[config.mk]
export PLATFORM = sky130hd
export DESIGN_NAME = pscm_top
export DESIGN_NICKNAME = d
export VERILOG_FILES = /design/src/verilog/pscm_pkg.sv /design/src/verilog/pscm_osc_if.sv /design/src/verilog/pscm_osc_switch.sv /design/src/verilog/pscm_top.sv
export SDC_FILE = /design/constraint.sdc
export NUM_CORES = 1
export LEC_CHECK = 0
export BUFFER_PORTS_ARGS = -buffer_cell sky130_fd_sc_hd__buf_2
export CAP_MARGIN = 15
export CORE_MARGIN = 2
export CORE_UTILIZATION = 35
export DETAILED_ROUTE_END_ITERATION = 16
export SYNTH_ARGS = -nofsm -noshare
export SYNTH_HDL_FRONTEND = slang
export SYNTH_SLANG_ARGS = --single-unit
[constraint.sdc]
create_clock -name i_clk -period 5.9 [get_ports i_clk]
set_input_delay 0.59 -clock i_clk [delete_from_list [all_inputs] [get_ports i_clk]]
set_output_delay 0.59 -clock i_clk [all_outputs]
set_load 0.1 [all_outputs]
[src/verilog/pscm_pkg.sv]
// Constants and types of the power-saving clock manager
package pscm_pkg;

	// ****************************************
	// Timing
	// ****************************************
	localparam int unsigned CLK_PERIOD_NS = 20;
	localparam int unsigned FAIL_TIME_NS  = 10000;
	localparam int unsigned FAIL_CYCLES   = (FAIL_TIME_NS + CLK_PERIOD_NS - 1) / CLK_PERIOD_NS;

	// ****************************************
	// Sizes
	// ****************************************
	localparam int unsigned SRC_W   = 3;
	localparam int unsigned NSRC    = 8;
	localparam int unsigned PWM_N   = 3;
	localparam int unsigned ADR_W   = 8;
	localparam int unsigned DOZE_W  = 3;
	localparam int unsigned DOZE_CW = 7;

	// ****************************************
	// Register offsets
	// ****************************************
	localparam logic [7:0] ADDR_OSC_CTRL = 8'h00;
	localparam logic [7:0] ADDR_PERIPHERAL_DISABLE_CTRL_6     = 8'h04;
	localparam logic [7:0] ADDR_PWR_CTRL = 8'h08;
	localparam logic [7:0] ADDR_STATUS   = 8'h0C;

	// ****************************************
	// Field positions
	// ****************************************
	localparam int unsigned OSC_BUSY_BIT    = 0;
	localparam int unsigned OSC_FAIL_BIT    = 3;
	localparam int unsigned OSC_LOCK_BIT    = 7;
	localparam int unsigned OSC_NEW_LSB     = 8;
	localparam int unsigned OSC_CUR_LSB     = 12;
	localparam int unsigned PERIPHERAL_DISABLE_CTRL_6_PWM_LSB    = 8;
	localparam int unsigned PWR_CPU_OFF_BIT = 0;
	localparam int unsigned PWR_DOZE_LSB    = 12;
	localparam int unsigned PWR_DOZE_EN_BIT = 15;
	localparam int unsigned ST_STATE_LSB    = 0;
	localparam int unsigned ST_WAKE_IRQ_BIT = 4;
	localparam int unsigned ST_WAKE_WDT_BIT = 5;

	// ****************************************
	// Reset values and encodings
	// ****************************************
	localparam logic [SRC_W-1:0]  SRC_RST      = 3'h0;
	localparam logic [SRC_W-1:0]  SRC_SAFE     = 3'h0;
	localparam logic [PWM_N-1:0]  PERIPHERAL_DISABLE_CTRL_6_RST     = 3'h0;
	localparam logic [DOZE_W-1:0] DOZE_RST     = 3'h0;
	localparam logic [NSRC-1:0]   PLL_SRC_MASK = 8'h0A;
	localparam logic              POWER_SAVE_INSTRUCTION_SLEEP = 1'b0;
	localparam logic              POWER_SAVE_INSTRUCTION_IDLE  = 1'b1;

	typedef enum logic [1:0]
	{
		PSCM_RUN   = 2'b00,
		PSCM_IDLE  = 2'b01,
		PSCM_SLEEP = 2'b10
	} pscm_pwr_e;

endpackage

[src/verilog/pscm_osc_if.sv]
// Link between the power controller and the clock switch and fail monitor
`timescale 1ns/100ps
interface pscm_osc_if;
	import pscm_pkg::*;
	logic [SRC_W-1:0] req_src;
	logic             req;
	logic             stop;
	logic [SRC_W-1:0] cur_src;
	logic             busy;
	logic             fail;

	modport ctrl (output req_src, output req, output stop,
		input cur_src, input busy, input fail);
	modport mon (input req_src, input req, input stop,
		output cur_src, output busy, output fail);
endinterface

[src/verilog/pscm_osc_switch.sv]
// Clock source switch and clock fail monitor
`timescale 1ns/100ps
module pscm_osc_switch
#(
	parameter int unsigned NS       = pscm_pkg::NSRC,
	parameter int unsigned FAIL_CYC = pscm_pkg::FAIL_CYCLES
)
(
	input  wire logic          i_clk,
	input  wire logic          i_rst,
	input  wire logic [NS-1:0] i_osc_beat,
	pscm_osc_if.mon            osc
);
	import pscm_pkg::*;

	localparam int unsigned CW = $clog2(FAIL_CYC + 1);
	localparam logic [CW-1:0] LAST = CW'(FAIL_CYC - 1);

	logic [NS-1:0]    beat_s1;
	logic [NS-1:0]    beat_s2;
	logic [NS-1:0]    beat_s3;
	logic [NS-1:0]    beat_edge;
	logic [SRC_W-1:0] cur;
	logic [SRC_W-1:0] tgt;
	logic             busy;
	logic             fail;
	logic [CW-1:0]    beat_cnt;
	logic [CW-1:0]    wait_cnt;
	logic             lost;

	// ****************************************
	// Heartbeat synchronisers, one per source
	// ****************************************
	genvar g;
	generate
		for (g = 0; g < NS; g++)
		begin : g_sync
			always_ff @(posedge i_clk or posedge i_rst)
			begin
				if (i_rst)
				begin
					beat_s1[g] <= 1'b0;
					beat_s2[g] <= 1'b0;
					beat_s3[g] <= 1'b0;
				end
				else
				begin
					beat_s1[g] <= i_osc_beat[g];
					beat_s2[g] <= beat_s1[g];
					beat_s3[g] <= beat_s2[g];
				end
			end
			assign beat_edge[g] = beat_s2[g] ^ beat_s3[g];
		end
	endgenerate

	// ****************************************
	// Fail monitor on the active source
	// ****************************************
	assign lost = !osc.stop && !beat_edge[cur] && (beat_cnt == LAST);

	always_ff @(posedge i_clk or posedge i_rst)
	begin
		if (i_rst)
			beat_cnt <= '0;
		else if (osc.stop || beat_edge[cur] || lost)
			beat_cnt <= '0;
		else
			beat_cnt <= beat_cnt + CW'(1);
	end

	always_ff @(posedge i_clk or posedge i_rst)
	begin
		if (i_rst)
			fail <= 1'b0;
		else
			fail <= lost;
	end

	// ****************************************
	// Switch: wait for the new source to run, then change over
	// ****************************************
	always_ff @(posedge i_clk or posedge i_rst)
	begin
		if (i_rst)
		begin
			cur      <= SRC_RST;
			tgt      <= SRC_RST;
			busy     <= 1'b0;
			wait_cnt <= '0;
		end
		else if (lost)
		begin
			cur  <= SRC_SAFE;
			busy <= 1'b0;
		end
		else if (!busy)
		begin
			if (osc.req && osc.req_src != cur)
			begin
				tgt      <= osc.req_src;
				busy     <= 1'b1;
				wait_cnt <= '0;
			end
		end
		else if (beat_edge[tgt])
		begin
			cur  <= tgt;
			busy <= 1'b0;
		end
		else if (wait_cnt == LAST)
			busy <= 1'b0;
		else if (!osc.stop)
			wait_cnt <= wait_cnt + CW'(1);
	end

	assign osc.cur_src = cur;
	assign osc.busy    = busy;
	assign osc.fail    = fail;
endmodule

[src/verilog/pscm_top.sv]
// Power-saving clock manager: power modes, doze, clock gating, Wishbone registers
// Functional notes
// - Sleep or Idle is entered only by the power-save instruction, operand picks mode.
// - Sleep stops all clocks and execution until a wake event.
// - Idle halts the CPU; peripherals keep their clock and run.
// - Enabled interrupt, watchdog time-out or reset wakes from Sleep or Idle.
// - When unlocked, writing new oscillator select bits 10:8 requests a new source.
// - System clock source can be switched during operation without reset.
// - Separate peripheral and instruction clocks, normally equal in rate.
// - Doze with ratio 1:2 or lower runs CPU clock slower than peripherals.
// - Clock fail monitor detects a dead source and falls back safely.
// - Software gates CPU and individual peripheral clocks independently.
// - PLL multiplies selected sources to raise the operating clock.
`timescale 1ns/100ps
module pscm_top
#(
	parameter int unsigned NS       = pscm_pkg::NSRC,
	parameter int unsigned FAIL_CYC = pscm_pkg::FAIL_CYCLES
)
(
	input  wire logic                          i_clk,
	input  wire logic                          i_rst,
	input  wire logic                          i_wb_cyc,
	input  wire logic                          i_wb_stb,
	input  wire logic                          i_wb_we,
	input  wire logic [pscm_pkg::ADR_W-1:0]    i_wb_adr,
	input  wire logic [31:0]                   i_wb_dat,
	input  wire logic [3:0]                    i_wb_sel,
	output logic      [31:0]                   o_wb_dat,
	output logic                               o_wb_ack,
	input  wire logic                          i_power_save_instruction_valid,
	input  wire logic                          i_power_save_instruction_mode,
	input  wire logic                          i_irq_enabled,
	input  wire logic                          i_wdt_timeout,
	input  wire logic                          i_cfg_lock,
	input  wire logic [NS-1:0]                 i_osc_beat,
	output logic                               o_periph_clk_en,
	output logic                               o_instr_clk_en,
	output logic [pscm_pkg::PWM_N-1:0]         o_pwm_clk_en,
	output logic [pscm_pkg::PWM_N-1:0]         o_pwm_disable,
	output logic                               o_osc_stop,
	output logic [pscm_pkg::SRC_W-1:0]         o_sys_src,
	output logic                               o_pll_en,
	output logic                               o_clk_fail,
	output logic                               o_cpu_halted
);
	import pscm_pkg::*;

	pscm_osc_if osc ();

	pscm_pwr_e           state;
	pscm_pwr_e           next_state;
	logic                lock_s1;
	logic                lock_s2;
	logic                wb_req;
	logic                wr;
	logic [SRC_W-1:0]    new_osc_select;
	logic                sw_req;
	logic                fail_flag;
	logic [PWM_N-1:0]    pwm_dis;
	logic                doze_en;
	logic [DOZE_W-1:0]   doze_ratio;
	logic                cpu_off;
	logic                wake_irq;
	logic                wake_wdt;
	logic                wake;
	logic [DOZE_CW-1:0]  doze_cnt;
	logic [DOZE_CW-1:0]  doze_mask;
	logic                doze_tick;
	logic [15:0]         rd_val;

	// ****************************************
	// Lock strap synchroniser
	// ****************************************
	always_ff @(posedge i_clk or posedge i_rst)
	begin
		if (i_rst)
		begin
			lock_s1 <= 1'b0;
			lock_s2 <= 1'b0;
		end
		else
		begin
			lock_s1 <= i_cfg_lock;
			lock_s2 <= lock_s1;
		end
	end

	// ****************************************
	// Wishbone slave: one wait state, ack for one cycle
	// ****************************************
	assign wb_req = i_wb_cyc && i_wb_stb && !o_wb_ack;
	assign wr     = wb_req && i_wb_we;

	always_ff @(posedge i_clk or posedge i_rst)
	begin
		if (i_rst)
			o_wb_ack <= 1'b0;
		else
			o_wb_ack <= wb_req;
	end

	always_comb
	begin
		rd_val = 16'h0000;
		if (i_wb_adr == ADDR_OSC_CTRL)
		begin
			rd_val[OSC_BUSY_BIT]                 = osc.busy;
			rd_val[OSC_FAIL_BIT]                 = fail_flag;
			rd_val[OSC_LOCK_BIT]                 = lock_s2;
			rd_val[OSC_NEW_LSB +: SRC_W]         = new_osc_select;
			rd_val[OSC_CUR_LSB +: SRC_W]         = osc.cur_src;
		end
		else if (i_wb_adr == ADDR_PERIPHERAL_DISABLE_CTRL_6)
			rd_val[PERIPHERAL_DISABLE_CTRL_6_PWM_LSB +: PWM_N]        = pwm_dis;
		else if (i_wb_adr == ADDR_PWR_CTRL)
		begin
			rd_val[PWR_CPU_OFF_BIT]              = cpu_off;
			rd_val[PWR_DOZE_LSB +: DOZE_W]       = doze_ratio;
			rd_val[PWR_DOZE_EN_BIT]              = doze_en;
		end
		else if (i_wb_adr == ADDR_STATUS)
		begin
			rd_val[ST_STATE_LSB +: 2]            = state;
			rd_val[ST_WAKE_IRQ_BIT]              = wake_irq;
			rd_val[ST_WAKE_WDT_BIT]              = wake_wdt;
		end
	end

	always_ff @(posedge i_clk or posedge i_rst)
	begin
		if (i_rst)
			o_wb_dat <= 32'h00000000;
		else if (wb_req && !i_wb_we)
			o_wb_dat <= {16'h0000, rd_val};
	end

	// ****************************************
	// Oscillator control register
	// ****************************************
	always_ff @(posedge i_clk or posedge i_rst)
	begin
		if (i_rst)
		begin
			new_osc_select <= SRC_RST;
			sw_req         <= 1'b0;
		end
		else if (wr && i_wb_adr == ADDR_OSC_CTRL && i_wb_sel[1] && !lock_s2)
		begin
			new_osc_select <= i_wb_dat[OSC_NEW_LSB +: SRC_W];
			sw_req         <= 1'b1;
		end
		else
			sw_req <= 1'b0;
	end

	// Fail flag is sticky; a new failure wins over a software clear
	always_ff @(posedge i_clk or posedge i_rst)
	begin
		if (i_rst)
			fail_flag <= 1'b0;
		else if (osc.fail)
			fail_flag <= 1'b1;
		else if (wr && i_wb_adr == ADDR_OSC_CTRL && i_wb_sel[0] && i_wb_dat[OSC_FAIL_BIT])
			fail_flag <= 1'b0;
	end

	assign osc.req_src = new_osc_select;
	assign osc.req     = sw_req;
	assign osc.stop    = (state == PSCM_SLEEP);

	pscm_osc_switch #(.NS(NS), .FAIL_CYC(FAIL_CYC)) u_switch
	(
		.i_clk      (i_clk),
		.i_rst      (i_rst),
		.i_osc_beat (i_osc_beat),
		.osc        (osc)
	);

	// ****************************************
	// Peripheral disable register
	// ****************************************
	always_ff @(posedge i_clk or posedge i_rst)
	begin
		if (i_rst)
			pwm_dis <= PERIPHERAL_DISABLE_CTRL_6_RST;
		else if (wr && i_wb_adr == ADDR_PERIPHERAL_DISABLE_CTRL_6 && i_wb_sel[1])
			pwm_dis <= i_wb_dat[PERIPHERAL_DISABLE_CTRL_6_PWM_LSB +: PWM_N];
	end

	// ****************************************
	// Power control register
	// ****************************************
	always_ff @(posedge i_clk or posedge i_rst)
	begin
		if (i_rst)
		begin
			doze_en    <= 1'b0;
			doze_ratio <= DOZE_RST;
			cpu_off    <= 1'b0;
		end
		else if (wr && i_wb_adr == ADDR_PWR_CTRL)
		begin
			if (i_wb_sel[1])
			begin
				doze_en    <= i_wb_dat[PWR_DOZE_EN_BIT];
				doze_ratio <= i_wb_dat[PWR_DOZE_LSB +: DOZE_W];
			end
			if (i_wb_sel[0])
				cpu_off <= i_wb_dat[PWR_CPU_OFF_BIT];
		end
	end

	// ****************************************
	// Power mode state machine
	// ****************************************
	assign wake = i_irq_enabled || i_wdt_timeout;

	always_comb
	begin
		next_state = state;
		case (state)
			PSCM_RUN:
			begin
				if (i_power_save_instruction_valid && i_power_save_instruction_mode == POWER_SAVE_INSTRUCTION_SLEEP)
					next_state = PSCM_SLEEP;
				else if (i_power_save_instruction_valid && i_power_save_instruction_mode == POWER_SAVE_INSTRUCTION_IDLE)
					next_state = PSCM_IDLE;
			end
			PSCM_IDLE, PSCM_SLEEP:
			begin
				if (wake)
					next_state = PSCM_RUN;
			end
			default:
				next_state = PSCM_RUN;
		endcase
	end

	always_ff @(posedge i_clk or posedge i_rst)
	begin
		if (i_rst)
			state <= PSCM_RUN;
		else
			state <= next_state;
	end

	// Cause of the last wake-up, kept until the next one
	always_ff @(posedge i_clk or posedge i_rst)
	begin
		if (i_rst)
		begin
			wake_irq <= 1'b0;
			wake_wdt <= 1'b0;
		end
		else if (state != PSCM_RUN && wake)
		begin
			wake_irq <= i_irq_enabled;
			wake_wdt <= i_wdt_timeout;
		end
	end

	// ****************************************
	// Doze divider for the instruction clock
	// ****************************************
	assign doze_mask = DOZE_CW'((8'h01 << doze_ratio) - 8'h01);
	assign doze_tick = !doze_en || ((doze_cnt & doze_mask) == '0);

	always_ff @(posedge i_clk or posedge i_rst)
	begin
		if (i_rst)
			doze_cnt <= '0;
		else if (state != PSCM_RUN || !doze_en)
			doze_cnt <= '0;
		else
			doze_cnt <= doze_cnt + DOZE_CW'(1);
	end

	// ****************************************
	// Clock enables and status outputs
	// ****************************************
	always_ff @(posedge i_clk or posedge i_rst)
	begin
		if (i_rst)
		begin
			o_periph_clk_en <= 1'b0;
			o_instr_clk_en  <= 1'b0;
			o_pwm_clk_en    <= '0;
			o_cpu_halted    <= 1'b0;
		end
		else
		begin
			o_periph_clk_en <= (next_state != PSCM_SLEEP);
			o_instr_clk_en  <= (next_state == PSCM_RUN) && !cpu_off && doze_tick;
			o_pwm_clk_en    <= {PWM_N{next_state != PSCM_SLEEP}} & ~pwm_dis;
			o_cpu_halted    <= (next_state != PSCM_RUN);
		end
	end

	assign o_pwm_disable = pwm_dis;
	assign o_osc_stop    = (state == PSCM_SLEEP);
	assign o_sys_src     = osc.cur_src;
	assign o_pll_en      = PLL_SRC_MASK[osc.cur_src] && !o_osc_stop;
	assign o_clk_fail    = fail_flag;
endmodule
==> impl_results.md <==
- Post-CTS Setup Repair Bufs: 0
- Gr busiest metal: met2
- IO Port Bufs: 65
- Largest net degree at the start of global routing: 64
- Fin cells: 592
- Area grow syn2layout: 16.6%
- Detailed Place HPWL: slightly below 6000 um
- Max cap viols: 0
- Net switching power: between 0.6 and 0.7 mW
- Hold WC Path Type: in -> async
- Static leakage: 2.34 nW
- Final wirelength: 8080 um
- Vias in the first global route: 2773
- Critical path, cell by cell: inv_1 > ha_1 > nor3b_1 > buf_2
- Reg2reg path depth: 7
- Top FF cell, synth: dfrtp_1
- Global-route wire length before repair: ~14000 um
- Antenna violations before repair: 0
- Int Pwr: approximately 1.1 mW
- Dpl cell area: 0.00467 sq mm
- Min Tclk post-route: 2.47 ns
- CP max FO: 12
- Cell Area, Synth: 0.00424 sq mm
- CTS tree: yes
- Worst r2r src: state[0]
- CP arrival: approximately 1.9 ns
- CP Class: reg -> out
- Area of the multi-input gates: 0.00170 sq mm
- Critical path's largest stage delay: 0.45 ns
- # hold bufs at CTS: 0
- Status: complete, no violations
- Initial DRC count: 131
- GR Overflow Total: 0
- Sink Count: 96
- Slowest cell on crit path: buf_2
- Die ar.: 0.0130 sq mm
- DIE HEIGHT: ~110 um
- Worst R2R Setup Slack: 3.70 ns
- Register area share after synthesis: 0.566
- Routability congestion estimate: 0.814
- DRT antenna net count: 0
- DRC Markers: 0
- Inserted Clock Buffers: 9
- FP Rows: 40
- WL/cell: 13.6 um
- Reg-to-reg endpoint: u_switch.wait_cnt[7]
- GR Layer Usage met3: 0.0228
- Max_slew headroom: 0.474
- Reg power frac: 0.425
- Number of flops mapped to enable cells by yosys: 0
- Sw Share: 0.379
- Worst vdd ir: roughly 0.00019 V
- FMAX: approximately 410 MHz
- Clk_skew: 0.00839 ns
- Clock share of power: 0.319
- Clock Path Buffers: 2
- Hold Violations, Final: 0
- Via Count: 2890
- Ys Warns: 0
- #FFs+latches synth: 96
- Initial core utilization: 0.356
- Post-Syn Area per Cell: 11.5 sq um
- Antenna Cells: 0
- Core area: 0.0119 sq mm
- DP Cell Count: 576
- Element type at the critical path end: output pin
- Final Cell Area: roughly 0.005 sq mm
- Fillers: about 1100
- PostCTS Resize Cnt: 0
- Worst skew pair latency: 0.34 ns
- # setup viols final: 0
- PnR Total Power: 1.75 mW
- Reg area: approximately 0.0024 sq mm
- Tightest Pin Transition: a little under 0.8 ns
- Logic pwr share: 0.256
- Worst setup SP type: flop
- Clock root cell: clkbuf_16
- Yosys cell types: 53
- Beginning of the critical path: state[0]
- Ports: 110
- Met1 global-route usage: 0.183
- Ratio of final minimum period to clock period: 0.418
- Fraction of layout cells with a size suffix above 1: 0.249
- Met2 GRT Util: 0.208
- H-Tree Level Count: 3
- Pre-antenna DRT Iters: 4
- Die W: 114 um
- Clock-pin slew on the worst setup and hold paths: 0.08 ns
- TNS Setup: 0 ns
- NumNets Final: 508
- Post-synth ARST share: 1.00
- RSZ-0062 raised after global routing: false
- Pins Over Slew Limit: 0
- Crit path to: o_pll_en
- PD cells: 353 mW/mm^2
- Crit path required time: 5.31 ns
- Via density: 4.88
- GR Util All Layers: 0.132
- Mapped Cells: 369
## worst max-delay path: cells and delay by family (launching register included)
family / cells / cell delay (ns)
flops: 1 / 0.40
buf+inv: 2 / 0.55
simple gates: 1 / 0.22
fa+ha+maj: 1 / 0.36
## state kept, by name, summed over array words and instances, names as in the netlist, 3 cells and up
name                  flops
new_osc_select            3
o_wb_dat                 13
u_switch.beat_cnt         9
u_switch.wait_cnt         9
u_switch.tgt              3
o_pwm_disable             3
u_switch.beat_s2          8
u_switch.beat_s1          8
o_pwm_clk_en              3
doze_cnt                  7
u_switch.beat_s3          8
u_switch.osc.cur_src      3
doze_ratio                3
## placed cells by master, fill, tap and decap left out, drive strengths merged, types with 6 or more instances in the layout
cell type	Yosys	final
xnor2	9	9
inv	6	10
o31ai	14	14
nand2	28	28
a221oi	7	7
nor2	49	49
ha	6	6
conb	1	19
and3	6	6
nand3	14	14
and2	10	10
nand2b	8	8
mux2	16	16
nor3	6	6
xor2	14	14
buf	23	69
clkbuf	4	9
dfrtp	96	96
## Yosys cell counts (2+ instances only)
master,number,area [sq um]
nor3_1,4,20.0
nor2b_1,2,12.5
nand4b_1,2,17.5
nor3b_1,4,30.0
nand4_1,4,25.0
o31ai_1,14,105
a221oi_1,7,61.3
or3_1,2,12.5
mux2_2,12,135
o2bb2ai_1,2,17.5
mux2_1,3,33.8
a22oi_1,2,15.0
o21ai_0,2,10.0
a2111o_1,2,22.5
nor2_1,49,184
xor2_1,14,123
nand2_1,28,105
buf_4,20,150
mux2i_1,4,40.0
a21o_1,3,22.5
ha_1,6,75.1
a21oi_1,4,20.0
xnor2_1,9,78.8
inv_1,6,22.5
nand3_1,13,65.1
a22o_1,3,26.3
mux4_2,2,45.0
or2_2,2,12.5
and3_1,6,37.5
and2_1,9,56.3
dfrtp_1,96,2400
nand2b_1,8,50.1
buf_2,2,10.0
clkbuf_1,4,15.0
## layer usage
layer,part of all wire,up-vias
met1,0.47,1413
li1,-,1400
met2,0.48,67
met3,0.035,10
met4,0.015,0
met5,0,-
## how the worst min path moves through the flow
stage	startpoint	end	slack, ns	cells after the start
2_1_floorplan	lock_s1	lock_s2	0.33	0
4_1_cts	i_rst	u_switch.beat_s1[7]	0.29	2
6_report	i_rst	u_switch.beat_s1[4]	0.28	2
3_5_place_dp	lock_s1	lock_s2	0.33	0
3_3_place_gp	u_switch.beat_s1[5]	u_switch.beat_s2[5]	0.33	0
5_1_grt	i_rst	u_switch.beat_s2[6]	0.32	2
## power groups by stage
stage / combinational, mW / sequential (mW) / clock (mW)
after floorplan: 0.203 / 0.934 / 0
after global placement: 0.450 / 0.755 / 0
after detailed placement: 0.453 / 0.757 / 0
after CTS: 0.453 / 0.744 / 0.573
after global routing: 0.475 / 0.750 / 0.603
final: 0.448 / 0.743 / 0.558
## layout make-up
cell class,count,share of cell area
Timing Repair Buffer,69,0.0718
Multi-Input combinational cell,258,0.344
Inverter,6,0.00480
Clock buffer,9,0.0455
Clock inverter,7,0.0119
Sequential cell,96,0.485
Tap cell,147,0.0372
## metrics by stage
| step | util | hold slack, ns | setup slack (ns) |
|---|---|---|---|
| after global placement | 0.392 | 0.333 | 3.51 |
| after global routing | 0.416 | 0.317 | 3.32 |
| after detailed placement | 0.392 | 0.335 | 3.49 |
| after floorplan | - | 0.331 | 1.78 |
| after CTS | 0.416 | 0.286 | 3.40 |
| final | 0.416 | 0.282 | 3.43 |
## kinds of logic (layout without fill, tap and decap cells)
family | after synthesis | in the layout | synth area share
multiplexers | 22 | 22 | 0.0634
AO/OA/AOI/OAI | 46 | 46 | 0.0855
AND/OR/NAND/NOR | 142 | 142 | 0.170
XOR/XNOR | 23 | 23 | 0.0475
other | 1 | 19 | 0.000884
flip-flops | 96 | 96 | 0.566
buffers and inverters | 33 | 91 | 0.0492
adder cells (fa/ha/maj) | 6 | 6 | 0.0177
Note: power is estimated with default switching activity, not from simulation.
